===== config.mk =====
export PLATFORM = sky130hd
export DESIGN_NAME = ast_uart
export DESIGN_NICKNAME = d
export VERILOG_FILES = /design/src/rtl/ast_pkg.sv /design/src/rtl/ast_uart.sv /design/src/rtl/ast_fifo.sv
export SDC_FILE = /design/constraint.sdc
export NUM_CORES = 1
export LEC_CHECK = 0
export ABC_CLOCK_PERIOD_IN_PS = 5400
export BUFFER_PORTS_ARGS = -buffer_cell sky130_fd_sc_hd__buf_2
export CORE_ASPECT_RATIO = 1.4
export CORE_MARGIN = 2
export CORE_UTILIZATION = 41
export DETAILED_ROUTE_END_ITERATION = 7
export GPL_ROUTABILITY_DRIVEN = 0
export PLACE_DENSITY = 0.62
export SYNTH_ARGS = -nofsm -noshare
export SYNTH_HDL_FRONTEND = slang
export SYNTH_SLANG_ARGS = --single-unit

===== constraint.sdc =====
create_clock -name clk_sys -period 5.4 [get_ports clk_sys]
set_clock_uncertainty 0.05 [all_clocks]
set_input_delay 1.08 -clock clk_sys [delete_from_list [all_inputs] [get_ports clk_sys]]
set_output_delay 1.08 -clock clk_sys [all_outputs]
set_load 0.01 [all_outputs]

===== src/rtl/ast_pkg.sv =====
// Package for the asynchronous serial transceiver: modes, timing, carriers.
// Assumes a single 50 MHz system clock and no register bus.
package ast_pkg;
  // System clock rate in Hz
  localparam int unsigned SYS_CLK_HZ = 50000000;
  // Oversampling factor of the receive tick
  localparam int unsigned OVERSAMPLE = 16;
  // Centre samples taken at these oversample ticks within a bit
  localparam logic [3:0] SAMPLE_A = 4'h7;
  localparam logic [3:0] SAMPLE_B = 4'h8;
  localparam logic [3:0] SAMPLE_C = 4'h9;
  localparam logic [3:0] TICK_LAST = 4'hf;
  // Divider width for the oversample tick generator
  localparam int unsigned DIV_W = 16;
  // Baud rates in bit/s for each select code (table is configurable)
  localparam int unsigned BAUD_0 = 115200;
  localparam int unsigned BAUD_1 = 57600;
  localparam int unsigned BAUD_2 = 38400;
  localparam int unsigned BAUD_3 = 19200;
  localparam int unsigned BAUD_4 = 9600;
  localparam int unsigned BAUD_5 = 4800;
  localparam int unsigned BAUD_6 = 2400;
  localparam int unsigned BAUD_7 = 1200;
  // Oversample divider counts derived from the clock rate
  localparam logic [DIV_W-1:0] DIV_0 = DIV_W'(SYS_CLK_HZ / (BAUD_0 * OVERSAMPLE));
  localparam logic [DIV_W-1:0] DIV_1 = DIV_W'(SYS_CLK_HZ / (BAUD_1 * OVERSAMPLE));
  localparam logic [DIV_W-1:0] DIV_2 = DIV_W'(SYS_CLK_HZ / (BAUD_2 * OVERSAMPLE));
  localparam logic [DIV_W-1:0] DIV_3 = DIV_W'(SYS_CLK_HZ / (BAUD_3 * OVERSAMPLE));
  localparam logic [DIV_W-1:0] DIV_4 = DIV_W'(SYS_CLK_HZ / (BAUD_4 * OVERSAMPLE));
  localparam logic [DIV_W-1:0] DIV_5 = DIV_W'(SYS_CLK_HZ / (BAUD_5 * OVERSAMPLE));
  localparam logic [DIV_W-1:0] DIV_6 = DIV_W'(SYS_CLK_HZ / (BAUD_6 * OVERSAMPLE));
  localparam logic [DIV_W-1:0] DIV_7 = DIV_W'(SYS_CLK_HZ / (BAUD_7 * OVERSAMPLE));
  // Receive FIFO shape
  localparam int unsigned FIFO_W = 9;
  localparam int unsigned FIFO_D = 4;
  // Reset values
  localparam logic [8:0] DATA_RST = 9'h000;
  localparam logic [3:0] CNT_RST = 4'h0;

  // Character modes: 7 data bits, 8 data bits, 9 data bits without parity
  typedef enum logic [1:0] {
    AST_MODE_NONE = 2'h0,
    AST_MODE_7 = 2'h1,
    AST_MODE_8 = 2'h2,
    AST_MODE_9 = 2'h3
  } ast_mode_t;

  // Configuration carried as one group
  typedef struct packed {
    logic tx_enable;
    logic rx_enable;
    ast_mode_t mode;
    logic parity_en;
    logic parity_odd;
    logic [2:0] baud_select;
  } ast_cfg_t;

  // Error flags as one group
  typedef struct packed {
    logic parity_error_flag;
    logic overrun_error_flag;
    logic framing_error_flag;
  } ast_err_t;

  // Data bits used by a mode
  function automatic logic [3:0] ast_nbits(input ast_mode_t m);
    unique case (m)
      AST_MODE_7: ast_nbits = 4'h7;
      AST_MODE_9: ast_nbits = 4'h9;
      default: ast_nbits = 4'h8;
    endcase
  endfunction : ast_nbits

  // Parity is used only when enabled and the mode allows it
  function automatic logic ast_par_on(input ast_cfg_t c);
    ast_par_on = c.parity_en && (c.mode == AST_MODE_7 || c.mode == AST_MODE_8);
  endfunction : ast_par_on

  // Parity bit for data masked to seven bits in mode 7, otherwise to eight bits
  function automatic logic ast_parity(input logic [8:0] d, input ast_cfg_t c);
    logic [8:0] m;
    m = (c.mode == AST_MODE_7) ? {2'h0, d[6:0]} : {1'h0, d[7:0]};
    ast_parity = (^m) ^ c.parity_odd;
  endfunction : ast_parity
endpackage : ast_pkg


===== src/rtl/ast_uart.sv =====
// Asynchronous serial transceiver: transmitter, receiver, baud generator.
// Assumes rx_pin is synchronous to clk_sys; software side is plain ports.
// Functional notes
// - Idle line high, start is falling edge
// - Start, data LSB first, parity, stop
// - Start valid on two of three zeros
// - Seven, eight or nine bit modes
// - Transmit seven, eight or nine bits LSB first
// - Independent double-buffered transmit and receive
// - Send only when enabled; write sets flag
// - One odd or even parity bit
// - One stop bit then line high
// - Empty interrupt after stop bit
// - Receive only while receive enabled
// - Receive data shifted in LSB first
// - Full character sets receive-full flag
// - Check received parity against setting
// - Bad stop flags framing; bad start is dropped
// - Load while full flags overrun
// - Errors set flags, raise interrupt, sticky
// - Uncleared error re-raises on next byte
// - Reading receive data clears full flag
// - Baud generator selected by three bits
`timescale 1ns/10ps
module ast_uart
  import ast_pkg::*;
(
  input wire logic clk_sys,
  input wire logic rst_n,
  input wire ast_cfg_t cfg,
  input wire logic [8:0] tx_data_reg,
  input wire logic tx_write,
  input wire logic tx_irq_en,
  output logic tx_buffer_flag,
  output logic tx_empty_irq,
  output logic tx_pin,
  input wire logic rx_pin,
  input wire logic err_irq_en,
  input wire ast_err_t err_clear,
  output logic [8:0] rx_data_reg,
  input wire logic rx_read,
  output logic rx_full_flag,
  output ast_err_t err_flags,
  output logic rx_error_irq
);
  // Transmit and receive sequencer states
  typedef enum logic [2:0] {
    AST_IDLE, AST_START, AST_DATA, AST_PAR, AST_STOP
  } ast_state_t;

  // Sequencer and divider state in one packed struct
  typedef struct packed {
    logic [DIV_W-1:0] div_cnt;
    ast_state_t tx_st;
    logic [3:0] tx_tick;
    logic [3:0] tx_bit;
    logic [8:0] tx_hold;
    logic tx_full;
    logic [8:0] tx_shift;
    logic tx_par; // Parity of the word in the shifter, fixed at load
    logic tx_line;
    logic tx_irq;
    ast_state_t rx_st;
    logic [3:0] rx_tick;
    logic [3:0] rx_bit;
    logic [2:0] smp;
    logic [8:0] rx_shift;
    logic rx_par;
    logic rx_frame_bad;
    logic rx_prev;
    logic err_irq;
  } ast_regs_t;

  ast_regs_t r;
  ast_regs_t next_r;

  // FIFO between the receive shifter and the receive data register
  logic fifo_in_valid;
  logic fifo_in_ready;
  logic [8:0] fifo_in_data;
  logic [8:0] fifo_out_data;
  logic fifo_out_valid;
  logic fifo_out_ready;
  logic fifo_par_bad;
  logic fifo_frm_bad;

  // Output registers outside the struct kept separate for clarity of loads
  logic [8:0] rx_data_q;
  logic rx_full_q;
  ast_err_t err_q;
  logic err_pulse;

  // Oversample tick, divider count chosen by baud select
  logic os_tick;
  logic [DIV_W-1:0] div_max;
  logic maj;

  // Divider lookup
  // A new code takes effect at the next reload, so only the oversample period in flight keeps its length
  always_comb begin
    unique case (cfg.baud_select)
      3'h0: div_max = DIV_0;
      3'h1: div_max = DIV_1;
      3'h2: div_max = DIV_2;
      3'h3: div_max = DIV_3;
      3'h4: div_max = DIV_4;
      3'h5: div_max = DIV_5;
      3'h6: div_max = DIV_6;
      default: div_max = DIV_7;
    endcase
  end

  assign os_tick = (r.div_cnt == '0);
  // Majority of the three centre samples
  assign maj = (r.smp[0] & r.smp[1]) | (r.smp[1] & r.smp[2]) | (r.smp[0] & r.smp[2]);

  // Only the receive word goes through the FIFO; its error bits set the flags directly
  assign fifo_in_data = r.rx_shift;
  assign fifo_out_ready = !rx_full_q;

  // Next-state logic for both sections
  always_comb begin
    logic [3:0] nb;
    logic done_rx;
    nb = ast_nbits(cfg.mode);
    next_r = r;
    done_rx = 1'b0;
    fifo_in_valid = 1'b0;
    fifo_par_bad = 1'b0;
    fifo_frm_bad = 1'b0;
    next_r.tx_irq = 1'b0;
    next_r.err_irq = 1'b0;
    next_r.rx_prev = rx_pin;
    // Baud divider, one pulse per oversample period
    // Reload one short of the count, as the zero state is a cycle of its own
    next_r.div_cnt = os_tick ? div_max - 1'b1 : r.div_cnt - 1'b1;
    // Transmit holding buffer; write loads it when free
    if (tx_write && !r.tx_full && cfg.tx_enable) begin
      next_r.tx_hold = tx_data_reg;
      next_r.tx_full = 1'b1;
    end
    // Transmitter sequencer
    if (os_tick) begin
      next_r.tx_tick = r.tx_tick + 1'b1;
      unique case (r.tx_st)
        AST_IDLE: begin
          next_r.tx_line = 1'b1;
          next_r.tx_tick = CNT_RST;
          if (r.tx_full && cfg.tx_enable) begin
            next_r.tx_shift = r.tx_hold;
            next_r.tx_par = ast_parity(r.tx_hold, cfg);
            next_r.tx_full = 1'b0;
            next_r.tx_line = 1'b0;
            next_r.tx_st = AST_START;
          end
        end
        AST_START: begin
          if (r.tx_tick == TICK_LAST) begin
            next_r.tx_line = r.tx_shift[0];
            next_r.tx_bit = CNT_RST;
            next_r.tx_st = AST_DATA;
          end
        end
        AST_DATA: begin
          if (r.tx_tick == TICK_LAST) begin
            next_r.tx_shift = {1'b0, r.tx_shift[8:1]};
            next_r.tx_bit = r.tx_bit + 1'b1;
            next_r.tx_line = r.tx_shift[1];
            if (r.tx_bit == nb - 1'b1) begin
              if (ast_par_on(cfg)) begin
                // Parity frozen at load; the holding buffer may hold the next word
                next_r.tx_line = r.tx_par;
                next_r.tx_st = AST_PAR;
              end else begin
                next_r.tx_line = 1'b1;
                next_r.tx_st = AST_STOP;
              end
            end
          end
        end
        AST_PAR: begin
          if (r.tx_tick == TICK_LAST) begin
            next_r.tx_line = 1'b1;
            next_r.tx_st = AST_STOP;
          end
        end
        AST_STOP: begin
          if (r.tx_tick == TICK_LAST) begin
            next_r.tx_st = AST_IDLE;
            next_r.tx_irq = tx_irq_en;
          end
        end
      endcase
    end
    // Receiver sequencer
    if (!cfg.rx_enable) begin
      next_r.rx_st = AST_IDLE;
    end else if (r.rx_st == AST_IDLE) begin
      // Falling edge of start bit resets timing
      if (r.rx_prev && !rx_pin) begin
        next_r.rx_st = AST_START;
        next_r.rx_tick = CNT_RST;
        next_r.rx_frame_bad = 1'b0;
        next_r.rx_shift = DATA_RST;
        next_r.rx_bit = CNT_RST;
      end
    end else if (os_tick) begin
      next_r.rx_tick = r.rx_tick + 1'b1;
      // Three samples around mid-bit; the majority filters a short glitch
      if (r.rx_tick == SAMPLE_A) next_r.smp[0] = rx_pin;
      if (r.rx_tick == SAMPLE_B) next_r.smp[1] = rx_pin;
      if (r.rx_tick == SAMPLE_C) next_r.smp[2] = rx_pin;
      if (r.rx_tick == TICK_LAST) begin
        unique case (r.rx_st)
          AST_START: begin
            // Two or three zeros accept the start bit
            if (maj) next_r.rx_st = AST_IDLE;
            else next_r.rx_st = AST_DATA;
          end
          AST_DATA: begin
            next_r.rx_shift[r.rx_bit] = maj;
            next_r.rx_bit = r.rx_bit + 1'b1;
            if (r.rx_bit == nb - 1'b1) begin
              next_r.rx_st = ast_par_on(cfg) ? AST_PAR : AST_STOP;
            end
          end
          AST_PAR: begin
            next_r.rx_par = maj;
            next_r.rx_st = AST_STOP;
          end
          AST_STOP: begin
            next_r.rx_st = AST_IDLE;
            done_rx = 1'b1;
            fifo_in_valid = 1'b1;
            fifo_frm_bad = !maj;
            fifo_par_bad = ast_par_on(cfg) &&
                           (ast_parity(r.rx_shift, cfg) != r.rx_par);
          end
          default: next_r.rx_st = AST_IDLE;
        endcase
      end
    end
    // A word that finds the FIFO full is lost and counts as overrun
    next_r.err_irq = done_rx && err_irq_en &&
                     (fifo_par_bad || fifo_frm_bad || !fifo_in_ready ||
                      (|err_q));
  end

  // Data path FIFO gives the receive side its double buffering
  ast_fifo #(.WIDTH(FIFO_W), .DEPTH(FIFO_D)) u_fifo (
    .clk_sys(clk_sys),
    .rst_n(rst_n),
    .in_data(fifo_in_data),
    .in_valid(fifo_in_valid),
    .in_ready(fifo_in_ready),
    .out_data(fifo_out_data),
    .out_valid(fifo_out_valid),
    .out_ready(fifo_out_ready)
  );

  assign err_pulse = fifo_in_valid;

  // State register
  // Reset leaves both lines at mark so no false start edge follows
  always_ff @(posedge clk_sys) begin
    if (!rst_n) begin
      r <= '0;
      r.tx_line <= 1'b1;
      r.rx_prev <= 1'b1;
      r.tx_st <= AST_IDLE;
      r.rx_st <= AST_IDLE;
    end else begin
      r <= next_r;
    end
  end

  // Receive data register, full flag and sticky error flags
  always_ff @(posedge clk_sys) begin
    if (!rst_n) begin
      rx_data_q <= DATA_RST;
      rx_full_q <= 1'b0;
      err_q <= '0;
    end else begin
      // The FIFO pops only into an empty register, so no word is dropped here
      // Load from FIFO wins over a read in the same cycle
      if (fifo_out_valid && !rx_full_q) begin
        rx_data_q <= fifo_out_data;
        rx_full_q <= 1'b1;
      end else if (rx_read) begin
        rx_full_q <= 1'b0;
      end
      // Set wins over clear for each flag
      err_q.parity_error_flag <= (err_q.parity_error_flag &&
        !err_clear.parity_error_flag) || (err_pulse && fifo_par_bad);
      err_q.framing_error_flag <= (err_q.framing_error_flag &&
        !err_clear.framing_error_flag) || (err_pulse && fifo_frm_bad);
      err_q.overrun_error_flag <= (err_q.overrun_error_flag &&
        !err_clear.overrun_error_flag) || (err_pulse && !fifo_in_ready);
    end
  end

  assign tx_pin = r.tx_line;
  assign tx_buffer_flag = r.tx_full;
  assign tx_empty_irq = r.tx_irq;
  assign rx_data_reg = rx_data_q;
  assign rx_full_flag = rx_full_q;
  assign err_flags = err_q;
  assign rx_error_irq = r.err_irq;

  // Checks on the transmit and receive behaviour
  a_idle_high: assert property (@(posedge clk_sys) disable iff (!rst_n)
    (r.tx_st == AST_IDLE && $past(r.tx_st) == AST_IDLE) |-> tx_pin)
    else $error("line not high while idle");
  a_start_low: assert property (@(posedge clk_sys) disable iff (!rst_n)
    (r.tx_st == AST_START) |-> !tx_pin)
    else $error("start bit not low");
  a_stop_high: assert property (@(posedge clk_sys) disable iff (!rst_n)
    (r.tx_st == AST_STOP) |-> tx_pin)
    else $error("stop bit not high");
  a_tx_gate: assert property (@(posedge clk_sys) disable iff (!rst_n)
    (r.tx_st == AST_IDLE && !cfg.tx_enable) |=> r.tx_st == AST_IDLE)
    else $error("sent while disabled");
  a_flag_set: assert property (@(posedge clk_sys) disable iff (!rst_n)
    (tx_write && !tx_buffer_flag && cfg.tx_enable) |=> tx_buffer_flag)
    else $error("write did not set buffer flag");
  a_irq_stop: assert property (@(posedge clk_sys) disable iff (!rst_n)
    tx_empty_irq |-> $past(r.tx_st) == AST_STOP)
    else $error("empty irq without stop");

  // Receive side: enable, full flag and the read that clears it
  a_rx_gate: assert property (@(posedge clk_sys) disable iff (!rst_n)
    !cfg.rx_enable |=> r.rx_st == AST_IDLE)
    else $error("receiving while disabled");
  a_read_clear: assert property (@(posedge clk_sys) disable iff (!rst_n)
    (rx_read && rx_full_flag) |=> !rx_full_flag)
    else $error("read did not clear full");
  a_full_set: assert property (@(posedge clk_sys) disable iff (!rst_n)
    (fifo_out_valid && !rx_full_flag) |=> rx_full_flag)
    else $error("full flag not set");
  a_full_hold: assert property (@(posedge clk_sys) disable iff (!rst_n)
    (rx_full_flag && !rx_read) |=> rx_full_flag)
    else $error("full flag dropped without read");

  // Error flags follow the checks made as a word leaves the shifter; set beats clear
  a_err_sticky: assert property (@(posedge clk_sys) disable iff (!rst_n)
    (err_flags.parity_error_flag && !err_clear.parity_error_flag)
    |=> err_flags.parity_error_flag)
    else $error("parity flag dropped");
  a_par_set: assert property (@(posedge clk_sys) disable iff (!rst_n)
    (fifo_in_valid && fifo_par_bad) |=> err_flags.parity_error_flag)
    else $error("parity error not flagged");
  a_frm_set: assert property (@(posedge clk_sys) disable iff (!rst_n)
    (fifo_in_valid && fifo_frm_bad) |=> err_flags.framing_error_flag)
    else $error("framing error not flagged");
  a_ovr_set: assert property (@(posedge clk_sys) disable iff (!rst_n)
    (fifo_in_valid && !fifo_in_ready) |=> err_flags.overrun_error_flag)
    else $error("overrun not flagged");

  // The error interrupt repeats while any flag is left set, and only when enabled
  a_irq_again: assert property (@(posedge clk_sys) disable iff (!rst_n)
    (fifo_in_valid && err_irq_en && (|err_flags)) |=> rx_error_irq)
    else $error("error irq not raised again");
  a_irq_gate: assert property (@(posedge clk_sys) disable iff (!rst_n)
    rx_error_irq |-> $past(err_irq_en))
    else $error("error irq while masked");

  // Main scenarios
  c_tx_frame: cover property (@(posedge clk_sys) r.tx_st == AST_STOP ##1 tx_empty_irq);
  c_rx_word: cover property (@(posedge clk_sys) fifo_in_valid);
  c_rx_err: cover property (@(posedge clk_sys) rx_error_irq);
  c_rx_lost: cover property (@(posedge clk_sys) fifo_in_valid && !fifo_in_ready);
  c_rx_read: cover property (@(posedge clk_sys) rx_read && rx_full_flag);
endmodule : ast_uart


===== src/rtl/ast_fifo.sv =====
// Small synchronous FIFO with valid/ready on both sides.
// Assumes one clock; depth is a power of two.
`timescale 1ns/10ps
module ast_fifo #(
  parameter int unsigned WIDTH = 9,
  parameter int unsigned DEPTH = 4
) (
  input wire logic clk_sys,
  input wire logic rst_n,
  input wire logic [WIDTH-1:0] in_data,
  input wire logic in_valid,
  output logic in_ready,
  output logic [WIDTH-1:0] out_data,
  output logic out_valid,
  input wire logic out_ready
);
  localparam int unsigned AW = $clog2(DEPTH);
  // Storage words
  logic [WIDTH-1:0] mem [DEPTH];
  // Pointers carry one extra bit to tell full from empty
  logic [AW:0] wr_ptr;
  logic [AW:0] rd_ptr;
  logic full;
  logic empty;

  // Honest flags from pointer compare
  assign empty = (wr_ptr == rd_ptr);
  assign full = (wr_ptr[AW-1:0] == rd_ptr[AW-1:0]) && (wr_ptr[AW] != rd_ptr[AW]);
  assign in_ready = !full;
  assign out_valid = !empty;
  assign out_data = mem[rd_ptr[AW-1:0]];

  // Pointer and storage update
  always_ff @(posedge clk_sys) begin
    if (!rst_n) begin
      wr_ptr <= '0;
      rd_ptr <= '0;
    end else begin
      if (in_valid && !full) begin
        mem[wr_ptr[AW-1:0]] <= in_data;
        wr_ptr <= wr_ptr + 1'b1;
      end
      if (out_ready && !empty) begin
        rd_ptr <= rd_ptr + 1'b1;
      end
    end
  end
endmodule : ast_fifo


After elaboration in Yosys (flattened, before gate mapping)
Memories as Yosys holds them, arrays and structs flattened. A register that Yosys moved wholly into a read port is not among the register bits.
Cells that the tools add are included.
{ "classes": {"n_addsub": 9, "multipliers": 0, "div_mod_pow": 0, "order_cmp": 2, "n_eq_ne": 36, "n_shift": 0, "mux": 72, "bitwise": 8, "n_reduce_logical": 63} }
{ "op_table": {"columns": ["operator", "n"], "rows": [
  ["one-hot mux 12 bit (7 select lines)", 1],
  ["2-to-1 mux 9 bit", 4],
  ["2-to-1 mux 1 bit", 35],
  ["subtractor 16 x 1 -> 16 bit (second input constant)", 2],
  ["AND reduction 4 bit", 7],
  ["2-to-1 mux 3 bit", 9],
  ["2-to-1 mux 24 bit", 1],
  ["2-to-1 mux 11 bit", 2],
  ["2-to-1 mux 4 bit", 5],
  ["== test 3 x 2 -> 1 bit (second input constant)", 6],
  ["logical AND 1 bit", 18],
  ["one-hot mux 9 bit (2 select lines)", 1],
  ["XOR reduction 9 bit", 2],
  ["adder 4 x 1 -> 4 bit (second input constant)", 4],
  ["== test 4 bit (second input constant)", 4],
  ["logical NOT 16 bit", 1],
  ["2-to-1 mux 16 bit", 1],
  ["2-to-1 mux 8 bit", 2],
  ["one-hot mux 4 bit (2 select lines)", 2],
  ["== test 3 bit (second input constant)", 5],
  ["one-hot mux 3 bit (5 select lines)", 1],
  ["AND reduction 5 bit", 3],
  ["2-to-1 mux 13 bit", 1],
  ["2-to-1 mux 12 bit", 1],
  ["other kinds (34)", 72]
]} }
{ "totals": {"register_bits": 85, "latch_bits": 0, "mem_bits_rw": 36, "romBits": 0, "input_bits": 28, "out_inout_bits": 17, "elab_cells": 217, "n_memories": 1} }
{ "mem_list": {"columns": ["name", "depth", "width", "read_ports", "rd_clocked_by_memory_dff", "write_ports", "line", "rtl"], "rows": [
  ["u_fifo.mem", 4, 9, 1, 1, 1, "ast_fifo.sv:19", "logic [WIDTH-1:0] mem [DEPTH];"]
]} }

Logic depth before layout (Yosys ltp)
Gate-level depths: netlist of the first run.
{ "depth": {"ltp_word": 15, "ltp_mapped": 12, "depth_no_buf": 11} }

By module
From an unflattened synthesis of the first run, not the netlist that was laid out.
{ "unflattened": {"hier_cells": 685, "area_unflattened_um2": 6511.2} }
{ "modules_own_cells": {"columns": ["mod", "n_inst", "cells_each", "area_each_um2", "seq_area_each_um2"], "rows": [
  ["ast_uart", 1, 570, 4640.7, 1761.7],
  ["ast_fifo", 1, 115, 1870.5, 1241.2]
]} }

Least setup slack after synthesis of the first run
Ideal clock, no wire load.
{ "synth_timing": {"path_type": "in2reg", "startpoint": "input port cfg[2] in the netlist's numbering", "endpoint": "register r[74] in the netlist's numbering", "arrival_ns": 3.189, "t_required_ns": 5.278, "setup_slack_ns": 2.090, "cell_stages": 10, "path_buffers": 1, "cell_sequence": "clkbuf_1 -> nor2b_1 -> o21ai_0 -> a21oi_1 -> ha_1 -> inv_1 -> a311oi_1 -> nand4_1 -> nor4_1 -> mux2i_1"} }
{ "synth_via": {"elab_chain_len": 4} }
{ "synth_rtl": {"columns": ["item", "line", "rtl"], "rows": [
  ["from (decl)", "ast_uart.sv:30", "input wire ast_cfg_t cfg,"],
  ["== test 3 bit (tied with other cells)", "ast_uart.sv:101", "unique case (cfg.baud_select)"],
  ["one-hot mux 12 bit (7 select lines) (*)", "ast_uart.sv:101", null],
  ["subtractor 16 x 1 -> 16 bit (*)", "ast_uart.sv:136", "next_r.div_cnt = os_tick ? div_max - 1'b1 : r.div_cnt - 1'b1;"],
  ["2-to-1 mux 16 bit (*)", "ast_uart.sv:136", null],
  ["to (signal assigned)", "ast_uart.sv:273", "r <= next_r;"],
  ["to (decl)", "ast_uart.sv:74", "ast_regs_t r;"]
]} }
Every way passes the cells marked *; elsewhere a longest branch is shown, timed or not.
A chain may end at the register's enable or synchronous reset.

Worst setup path after layout of the first run
{ "layout_timing": {"startpoint": "register r[72] in the netlist's numbering", "endpoint": "memory u_fifo.mem[1][6] (enable)"} }
{ "layout_via": {"elab_chain_len": 8} }
{ "layout_rtl": {"columns": ["item", "line", "rtl"], "rows": [
  ["logical NOT 16 bit", "ast_uart.sv:113", "assign os_tick = (r.div_cnt == '0);"],
  ["2-to-1 mux 1 bit", "ast_uart.sv:207", "end else if (os_tick) begin"],
  ["2-to-1 mux 1 bit", "ast_uart.sv:198", "end else if (r.rx_st == AST_IDLE) begin"],
  ["2-to-1 mux 1 bit", "ast_uart.sv:196", "if (!cfg.rx_enable) begin"],
  ["logical AND 1 bit", "ast_fifo.sv:39", "if (in_valid && !full) begin"],
  ["2-to-1 mux 1 bit", "ast_fifo.sv:39", null],
  ["2-to-1 mux 1 bit", "ast_fifo.sv:35", "if (!rst_n) begin"],
  ["2-to-1 mux 1 bit (implied by the code)", "ast_fifo.sv:40", "mem[wr_ptr[AW-1:0]] <= in_data;"],
  ["to (decl)", "ast_fifo.sv:19", null]
]} }
No other way between the ends.

==> metrics, run 1 <==
routed len/inst 15.1 um; met3 Resource Use GR 3.72%; Max Cap Viol 0; FF-to-FF path depth 6; sequential share of the synthesized area 46.0%; first-pass GRT wire length 23200 um; area leader, netlist dfxtp_1; Max clock buf depth 2; Synth Flop Type dfxtp_1; Port Buffers 44; critical path class reg2reg; Largest register FFs 62; data arrival time of the worst path 3300 ps; Yosys reg bits 130; CTS tree built; Largest Register r; Area Growth Syn to Fin 16.3%; GRT Total Usage 17.3%; DR pass1 iterations 5; Setup TNS Final 0 ps; Design Power 3.09 mW; Post-synth EDFFs 36; Vias/cell 5.42; total grt overflow 0; Crit Path Max Fanout 9; Clock Latency Late Sink 420 ps; # setup viols final 0; status completed; CTS Buf Count 17; full die area 16700 um2; layout cell share with drive strength beyond 1 13.9%; pin count of the biggest net entering global routing 64; final wirelength 13600 um; WHS Path Cells 2; Hold Buf Count CTS 0; startpoint types register; Ant. Diodes 0; post-synthesis async set-or-reset flop share 0%; VDD IR-drop max 0.000301 V; Die X-Extent 110 um; H-tree lvl count 4; worst hold path class reg2reg; CTS resizes 0; DR iter-0 viols 315; post-synth cell types 59; met1 Usage GRT 20.2%; Least-Margin Pin Slew 1210 ps; vias in the first global route 4855; chip height 152 um; Mapped Avg Cell Area 9.75 um2; Initial Utilization 41.6%; RSZ-0062 raised after global routing no; Synth top cells by count 94 x dfxtp_1, 55 x nand2_1, 38 x nand3_1, 38 x nor2_1, 36 x edfxtp_1; routing usage on met2 29.8%; CTS clk-pin slew, worst paths 60 ps; initial antenna violation count 0; clock sinks 130; leakage 3.01 nW; Synth Instances 660; Pins Over Slew Limit 0; Final #Nets 739; Setup Buffers After CTS 0; GR peak layer met2; PwrDens 413 nW/um2; synthesized area 6440 um2; Final min period 3290 ps; routed vias 4893; Final Hold Viols 0; area of the multi-input gates 3260 um2; FILL cells 1416; Antenna Nets Post-Route 0; Synth top area share 29.2%; hpwl dp 9610 um; Area contributors post-synth dfxtp_1 29%, edfxtp_1 17%, mux2i_1 4.5%, ha_1 3.5%, nand2_1 3.2%; I/O Pins 45; required time of the critical path 5410 ps; Final period util 60.9%; Fmax 304 MHz; CP Capture Type register; Cell Rows 54; Core Region 15500 um2; Synthesized Nets 706; Slew Limit Headroom 19.4%; register area 2960 um2; DR DRC count 0; root buffer cell clkbuf_16; Syn. warnings 0; most common cell in the netlist dfxtp_1
==> cell families after synthesis <==
group / Yosys count / synth area share [%]
simple gates: 263 / 21.5
flops: 130 / 46.0
compound gates: 123 / 13.2
buf+inv: 54 / 3.29
mux: 38 / 7.66
xor+xnor: 33 / 4.70
fa+ha+maj: 19 / 3.65
==> cell usage in the layout, fill, tap and decap left out, types with 4 or more instances in the layout <==
cell type / n
dfxtp_1: 94
clkbuf_16: 20
o211a_1: 11
clkbuf_8: 5
mux4_2: 9
nand2b_1: 13
a311oi_1: 4
o2111ai_1: 4
a21boi_0: 13
or3_1: 7
o22ai_1: 5
xnor2_1: 22
nor3_1: 17
nor2_1: 38
o21a_1: 5
nor2b_1: 33
mux2i_1: 29
a21oi_1: 22
edfxtp_1: 36
xor2_1: 10
nand3b_1: 4
o21ai_0: 27
nand4_1: 16
buf_4: 7
a31oi_1: 9
buf_2: 44
ha_1: 18
and3_1: 7
inv_1: 17
o211ai_1: 5
and2_1: 17
clkinv_2: 4
nand3_1: 38
nand2_1: 55
nor4_1: 4
==> metrics by stage <==
| step | cells | setup WS (ps) | hold WS (ps) | area, um2 | util (%) |
|---|---|---|---|---|---|
| global placement | 870 | 1920 | 395 | 6810 | 44.0 |
| detailed placement | 870 | 1790 | 396 | 6810 | 44.0 |
| finish | 902 | 2110 | 403 | 7490 | 48.4 |
| CTS | 902 | 2120 | 404 | 7490 | 48.4 |
| floorplan | 660 | 2090 | 376 | 6440 | - |
| global route | 902 | 1880 | 442 | 7490 | 48.4 |
==> critical path, stage by stage, from the launching register on <==
cell,delay [ps]
dfxtp_1,340
or4_4,550
or2_1,300
nor4_1,760
and2_1,280
and3_1,220
and2_1,430
==> routing by layer <==
layer | part of all wire [%] | up-vias
li1 | - | 2466
met3 | 2.7 | 27
met2 | 53 | 92
met5 | 0 | -
met4 | 2.4 | 0
met1 | 42 | 2308
==> final timing paths <==
path	slack (ps)	startpoint	end
min reg2reg	400	r[75]	r[75]
min	400	r[75]	r[75]
max reg2reg	2110	r[72]	u_fifo.mem[1][6]
max	2110	r[72]	u_fifo.mem[1][6]
==> power breakdown <==
group	switching [mW]	internal [mW]	leakage, nW
combinational	0.420	0.258	1.49
clock	0.417	0.868	0.340
sequential	0.0657	1.06	1.18
==> final cells by class <==
cell class | instances | area share (%)
clock buffers | 25 | 7.60
clock inverters | 7 | 1.47
inverters | 17 | 0.852
multi-input cells | 476 | 43.6
flip-flops and latches | 130 | 39.6
well taps | 196 | 3.28
repair buffers | 51 | 3.64
(Power assumes the default switching activity.)
==> inputs of run 2 (changes only) <==
Settings changed: ABC_CLOCK_PERIOD_IN_PS 5400 to 3200.
Clock period 5.4 ns to 3.2 ns, I/O delays scaled along.
==> metrics, run 2 (synthesis gave the netlist of run 1 again) <==
Final Hold Viols 0 (unchanged); CP Cell Sequence or4_4 -> or2_1 -> nor4_1 -> and2_1 -> and3_1 -> and2_1 (unchanged); Area Growth Syn to Fin 16.3% (about the same); hold path startpoint rx_pin (was r[75]); Clock Latency Late Sink 420 ps (about the same); Design Power 5.18 mW (was 3.09 mW); hpwl dp 9980 um (was 9610 um); VDD IR-drop max 0.000532 V (was 0.000301 V); Port Buffers 44 (unchanged); H-tree lvl count 4 (unchanged); DR DRC count 0 (unchanged); DR pass1 iterations 4 (was 5); most common cell after layout, fill and taps aside dfxtp_1 (unchanged); Largest Register r (unchanged); Final period util 92.3% (was 60.9%); PwrDens 692 nW/um2 (was 413 nW/um2); Antenna Nets Post-Route 0 (unchanged); root buffer cell clkbuf_16 (unchanged); Hold Buf Count CTS 0 (unchanged); total grt overflow 0 (unchanged); Setup TNS Final 0 ps (unchanged); Max clock buf depth 2 (unchanged); critical path class reg2reg (unchanged); worst hold path class in2reg (was reg2reg); status completed (unchanged); I/O Pins 45 (unchanged); GRT Total Usage 17.6% (was 17.3%); R2R Setup Slk 250 ps (was 2110 ps); layout cell share with drive strength beyond 1 14.1% (was 13.9%); CTS tree built (unchanged); pin count of the biggest net entering global routing 103 (was 64); Hold Path Sink r[1] (was r[75]); Fmax 339 MHz (was 304 MHz); cell mode on critical path and2_1 (unchanged); most frequent cells in the layout 94 x dfxtp_1, 55 x nand2_1, 44 x buf_2 (unchanged); worst hold slack 404 ps (was 403 ps); Largest register FFs 62 (unchanged); vias in the first global route 4862 (was 4855); Max Cap Viol 0 (unchanged); Critical-path top delay cell or4_4 (was nor4_1); Ant. Diodes 0 (unchanged); Crit Path Max Fanout 9 (unchanged); Final #Nets 742 (was 739); RSZ-0062 raised after global routing no (unchanged); CTS clk-pin slew, worst paths 60 ps (about the same); first-pass GRT wire length 23200 um (about the same); Slew Limit Headroom 52.8% (was 19.4%); Least-Margin Pin Slew 706 ps (was 1210 ps); Pins Over Slew Limit 0 (unchanged); CP Capture Type register (unchanged); Core Region 15500 um2 (unchanged); FF-to-FF path depth 6 (unchanged); required time of the critical path 3210 ps (was 5410 ps); CP peak stage delay 550 ps (was 760 ps); RR Endpoint u_fifo.mem[1][5] (was u_fifo.mem[1][6]); chip height 152 um (unchanged); WHS Path Cells 2 (unchanged); Vias/cell 5.46 (was 5.42); leakage 3.00 nW (was 3.01 nW); Cell Rows 54 (unchanged); clock sinks 130 (unchanged); RR Startpoint r[72] (unchanged); routed vias 4940 (was 4893); startpoint types register (unchanged); initial antenna violation count 0 (unchanged); Initial Utilization 41.6% (unchanged); Die X-Extent 110 um (unchanged); data arrival time of the worst path 2960 ps (was 3300 ps); CTS Buf Count 17 (unchanged); full die area 16700 um2 (unchanged); Final min period 2950 ps (was 3290 ps); final wirelength 13900 um (was 13600 um); DR iter-0 viols 330 (was 315); routed len/inst 15.4 um (was 15.1 um); # setup viols final 0 (unchanged)
## run 2: changes by cell type in the layout (fill, tap and decap cells not counted), moves of 2 or more
cell / change
clkinvlp_4: +2
bufinv_16: +2
clkbuf_16: -3
clkinv_1: +2
clkbuf_8: -5
buf_4: +2
clkinv_4: +2
## run 2: area by class of cell
cell class | instances | area [um2]
flip-flops and latches | 130 | 2960
clock buffers | 17 | 425
well taps | 196 | 245
multi-input cells | 476 | 3270
fillers | 1435 | 7990
inverters | 17 | 63.8
clock inverters | 15 | 214
repair buffers | 54 | 308
## run 2: metrics by stage
| stage | worst slack, ps | util [%] | std cells | cell area [um2] |
|---|---|---|---|---|
| global placement | 183 | 44.2 | 873 | 6840 |
| global route | 25.1 | 48.4 | 905 | 7490 |
| finish | 247 | 48.4 | 905 | 7490 |
| floorplan | 272 | - | 660 | 6440 |
| CTS | 203 | 48.4 | 905 | 7480 |
| detailed placement | 80.4 | 44.2 | 873 | 6840 |
## run 2: worst max-delay path by stage
stage / startpoint / endpoint / slack, ps / cells past startpoint
final: r[72] / u_fifo.mem[1][5] / 250 / 6
after global routing: r[72] / u_fifo.mem[0][1] / 30 / 6
after detailed placement: cfg[0] / r[72] / 80 / 12
after CTS: r[72] / u_fifo.mem[0][0] / 200 / 6
after global placement: cfg[2] / r[74] / 180 / 11
after floorplan: r[72] / r[68] / 270 / 12
## run 2: worst max-delay path: cells and delay by family, from the launching register on
kind             cells  cell delay, ps
flip-flops           1             340
AND/OR/NAND/NOR      6            2200
## run 2: report_power, final
part	internal (mW)	switching (mW)
clock network	1.37	0.710
registers	1.79	0.111
logic	0.464	0.728
## run 2: layer usage
metal  vias to the layer above  part of all wire [%]  GRT usage, %
li1                       2468                     -             -
met1                      2378                    41          19.7
met2                        83                    55          31.4
met3                        11                   2.8          4.58
met4                         0                   1.2          6.51
met5                         -                     0             0
## run 2: repair_timing
item / 4_1_cts / 5_1_grt
gates resized for setup: 0 / 1
setup endpoints to repair: 0 / 2
buffers inserted: 0 / 0
==> inputs of run 3 (changes only) <==
Settings changed: CELL_PAD_IN_SITES_DETAIL_PLACEMENT from default to 1, CELL_PAD_IN_SITES_GLOBAL_PLACEMENT from default to 1, PLACE_DENSITY 0.62 to 0.75.
==> metrics, run 3 (synthesis gave the netlist of run 1 again) <==
Final Hold Viols 0 (unchanged); Die X-Extent 110 um (unchanged); CTS tree built (unchanged); Area Growth Syn to Fin 16.1% (was 16.3%); FILL cells 1754 (was 1435); Crit Path Max Fanout 9 (unchanged); first-pass GRT wire length 26500 um (was 23200 um); DR pass1 iterations 4 (unchanged); leakage 2.99 nW (was 3.00 nW); critical path class reg2reg (unchanged); VDD IR-drop max 0.000418 V (was 0.000532 V); most common cell after layout, fill and taps aside dfxtp_1 (unchanged); data arrival time of the worst path 3010 ps (was 2960 ps); pin count of the biggest net entering global routing 103 (unchanged); Final period util 93.7% (was 92.3%); final wirelength 15700 um (was 13900 um); hold path startpoint r[75] (was rx_pin); Placed Cells 875 (was 873); clock sinks 130 (unchanged); RSZ-0062 raised after global routing no (unchanged); Setup TNS Final 0 ps (unchanged); Non-Filler Instances 907 (was 905); startpoint types register (unchanged); hpwl dp 11000 um (was 9980 um); worst hold slack 403 ps (was 404 ps); Port Buffers 44 (unchanged); Setup Buffers After CTS 0 (unchanged); initial antenna violation count 0 (unchanged); # setup viols final 0 (unchanged); RR Startpoint r[72] (unchanged); Vias/cell 5.51 (was 5.46); Cell Rows 54 (unchanged); layout cell share with drive strength beyond 1 13.9% (was 14.1%); Ant. Diodes 0 (unchanged); CTS resizes 0 (unchanged); chip height 152 um (unchanged); vias in the first global route 5400 (was 4862); routed vias 4994 (was 4940); total grt overflow 0 (unchanged); root buffer cell clkbuf_16 (unchanged); H-tree lvl count 4 (unchanged); Max Cap Viol 0 (unchanged); Antenna Nets Post-Route 0 (unchanged); Clock Latency Late Sink 430 ps (was 420 ps); status completed (unchanged); Hold Buf Count CTS 0 (unchanged); Max clock buf depth 2 (unchanged); GRT Total Usage 20.2% (was 17.6%); Pins Over Slew Limit 0 (unchanged); Fmax 333 MHz (was 339 MHz); Final min period 3000 ps (was 2950 ps); CTS Buf Count 17 (unchanged); Slew Limit Headroom 50.7% (was 52.8%); Largest Register r (unchanged); PwrDens 689 nW/um2 (was 692 nW/um2); Largest register FFs 62 (unchanged); Initial Utilization 41.6% (unchanged); Least-Margin Pin Slew 729 ps (was 706 ps); Core Region 15500 um2 (unchanged); Final #Nets 744 (was 742); routed len/inst 17.4 um (was 15.4 um); worst hold path class reg2reg (was in2reg); DR DRC count 0 (unchanged); crit path from r[72] (unchanged); CP Capture Type register (unchanged); DR iter-0 viols 199 (was 330); I/O Pins 45 (unchanged); most frequent cells in the layout 94 x dfxtp_1, 55 x nand2_1, 44 x buf_2 (unchanged); full die area 16700 um2 (unchanged); CTS clk-pin slew, worst paths 60 ps (about the same); required time of the critical path 3210 ps (about the same)
[run 3: changes by cell type in the layout (fill, tap and decap cells not counted), sizes merged]
cell | previous run | this run
buf | 54 | 56
bufinv | 5 | 4
clkbuf | 17 | 18
clkinv | 7 | 6
inv | 18 | 19
[run 3: power by group]
group,internal [mW],switching [mW]
logic,0.480,0.729
registers,1.79,0.116
clock network,1.30,0.733
[run 3: worst max-delay path, cell delays in order (launching register included)]
cell and delay (ps):
dfxtp_1 350, or4_4 550, or2_1 300, nor4_1 490, and2_1 250, and3_1 230, and2_1 430
[run 3: area by class of cell]
| type | instances | area (um2) | share of cell area [%] |
|---|---|---|---|
| inverters | 17 | 63.8 | 0.854 |
| multi-input cells | 476 | 3260 | 43.7 |
| clock inverters | 14 | 186 | 2.49 |
| flip-flops and latches | 130 | 2960 | 39.7 |
| repair buffers | 56 | 323 | 4.32 |
| clock buffers | 18 | 429 | 5.74 |
| well taps | 196 | 245 | 3.28 |
[run 3: final timing paths]
check | to | slack, ps | depth (start not counted)
worst max-delay path | u_fifo.mem[1][8] | 200 | 6
worst min-delay path | r[75] | 400 | 2
worst max register to register | u_fifo.mem[1][8] | 200 | 6
worst min register to register | r[75] | 400 | 2
[run 3: stage by stage]
step	power (mW)	cell area [um2]	setup slack [ps]	util, %
floorplan	2.79	6440	272	-
global placement	3.11	6860	327	44.3
detailed placement	3.14	6860	224	44.3
CTS	5.19	7470	205	48.3
global route	5.42	7470	23.2	48.3
finish	5.15	7470	201	48.3
[run 3: routing by layer]
metal / vias up / GRT usage [%] / part of all wire (%)
met2: 60 / 37.0 / 56
met4: 0 / 8.38 / 2.2
met1: 2450 / 21.9 / 40
li1: 2459 / - / -
met5: - / 0 / 0
met3: 25 / 4.11 / 2.2
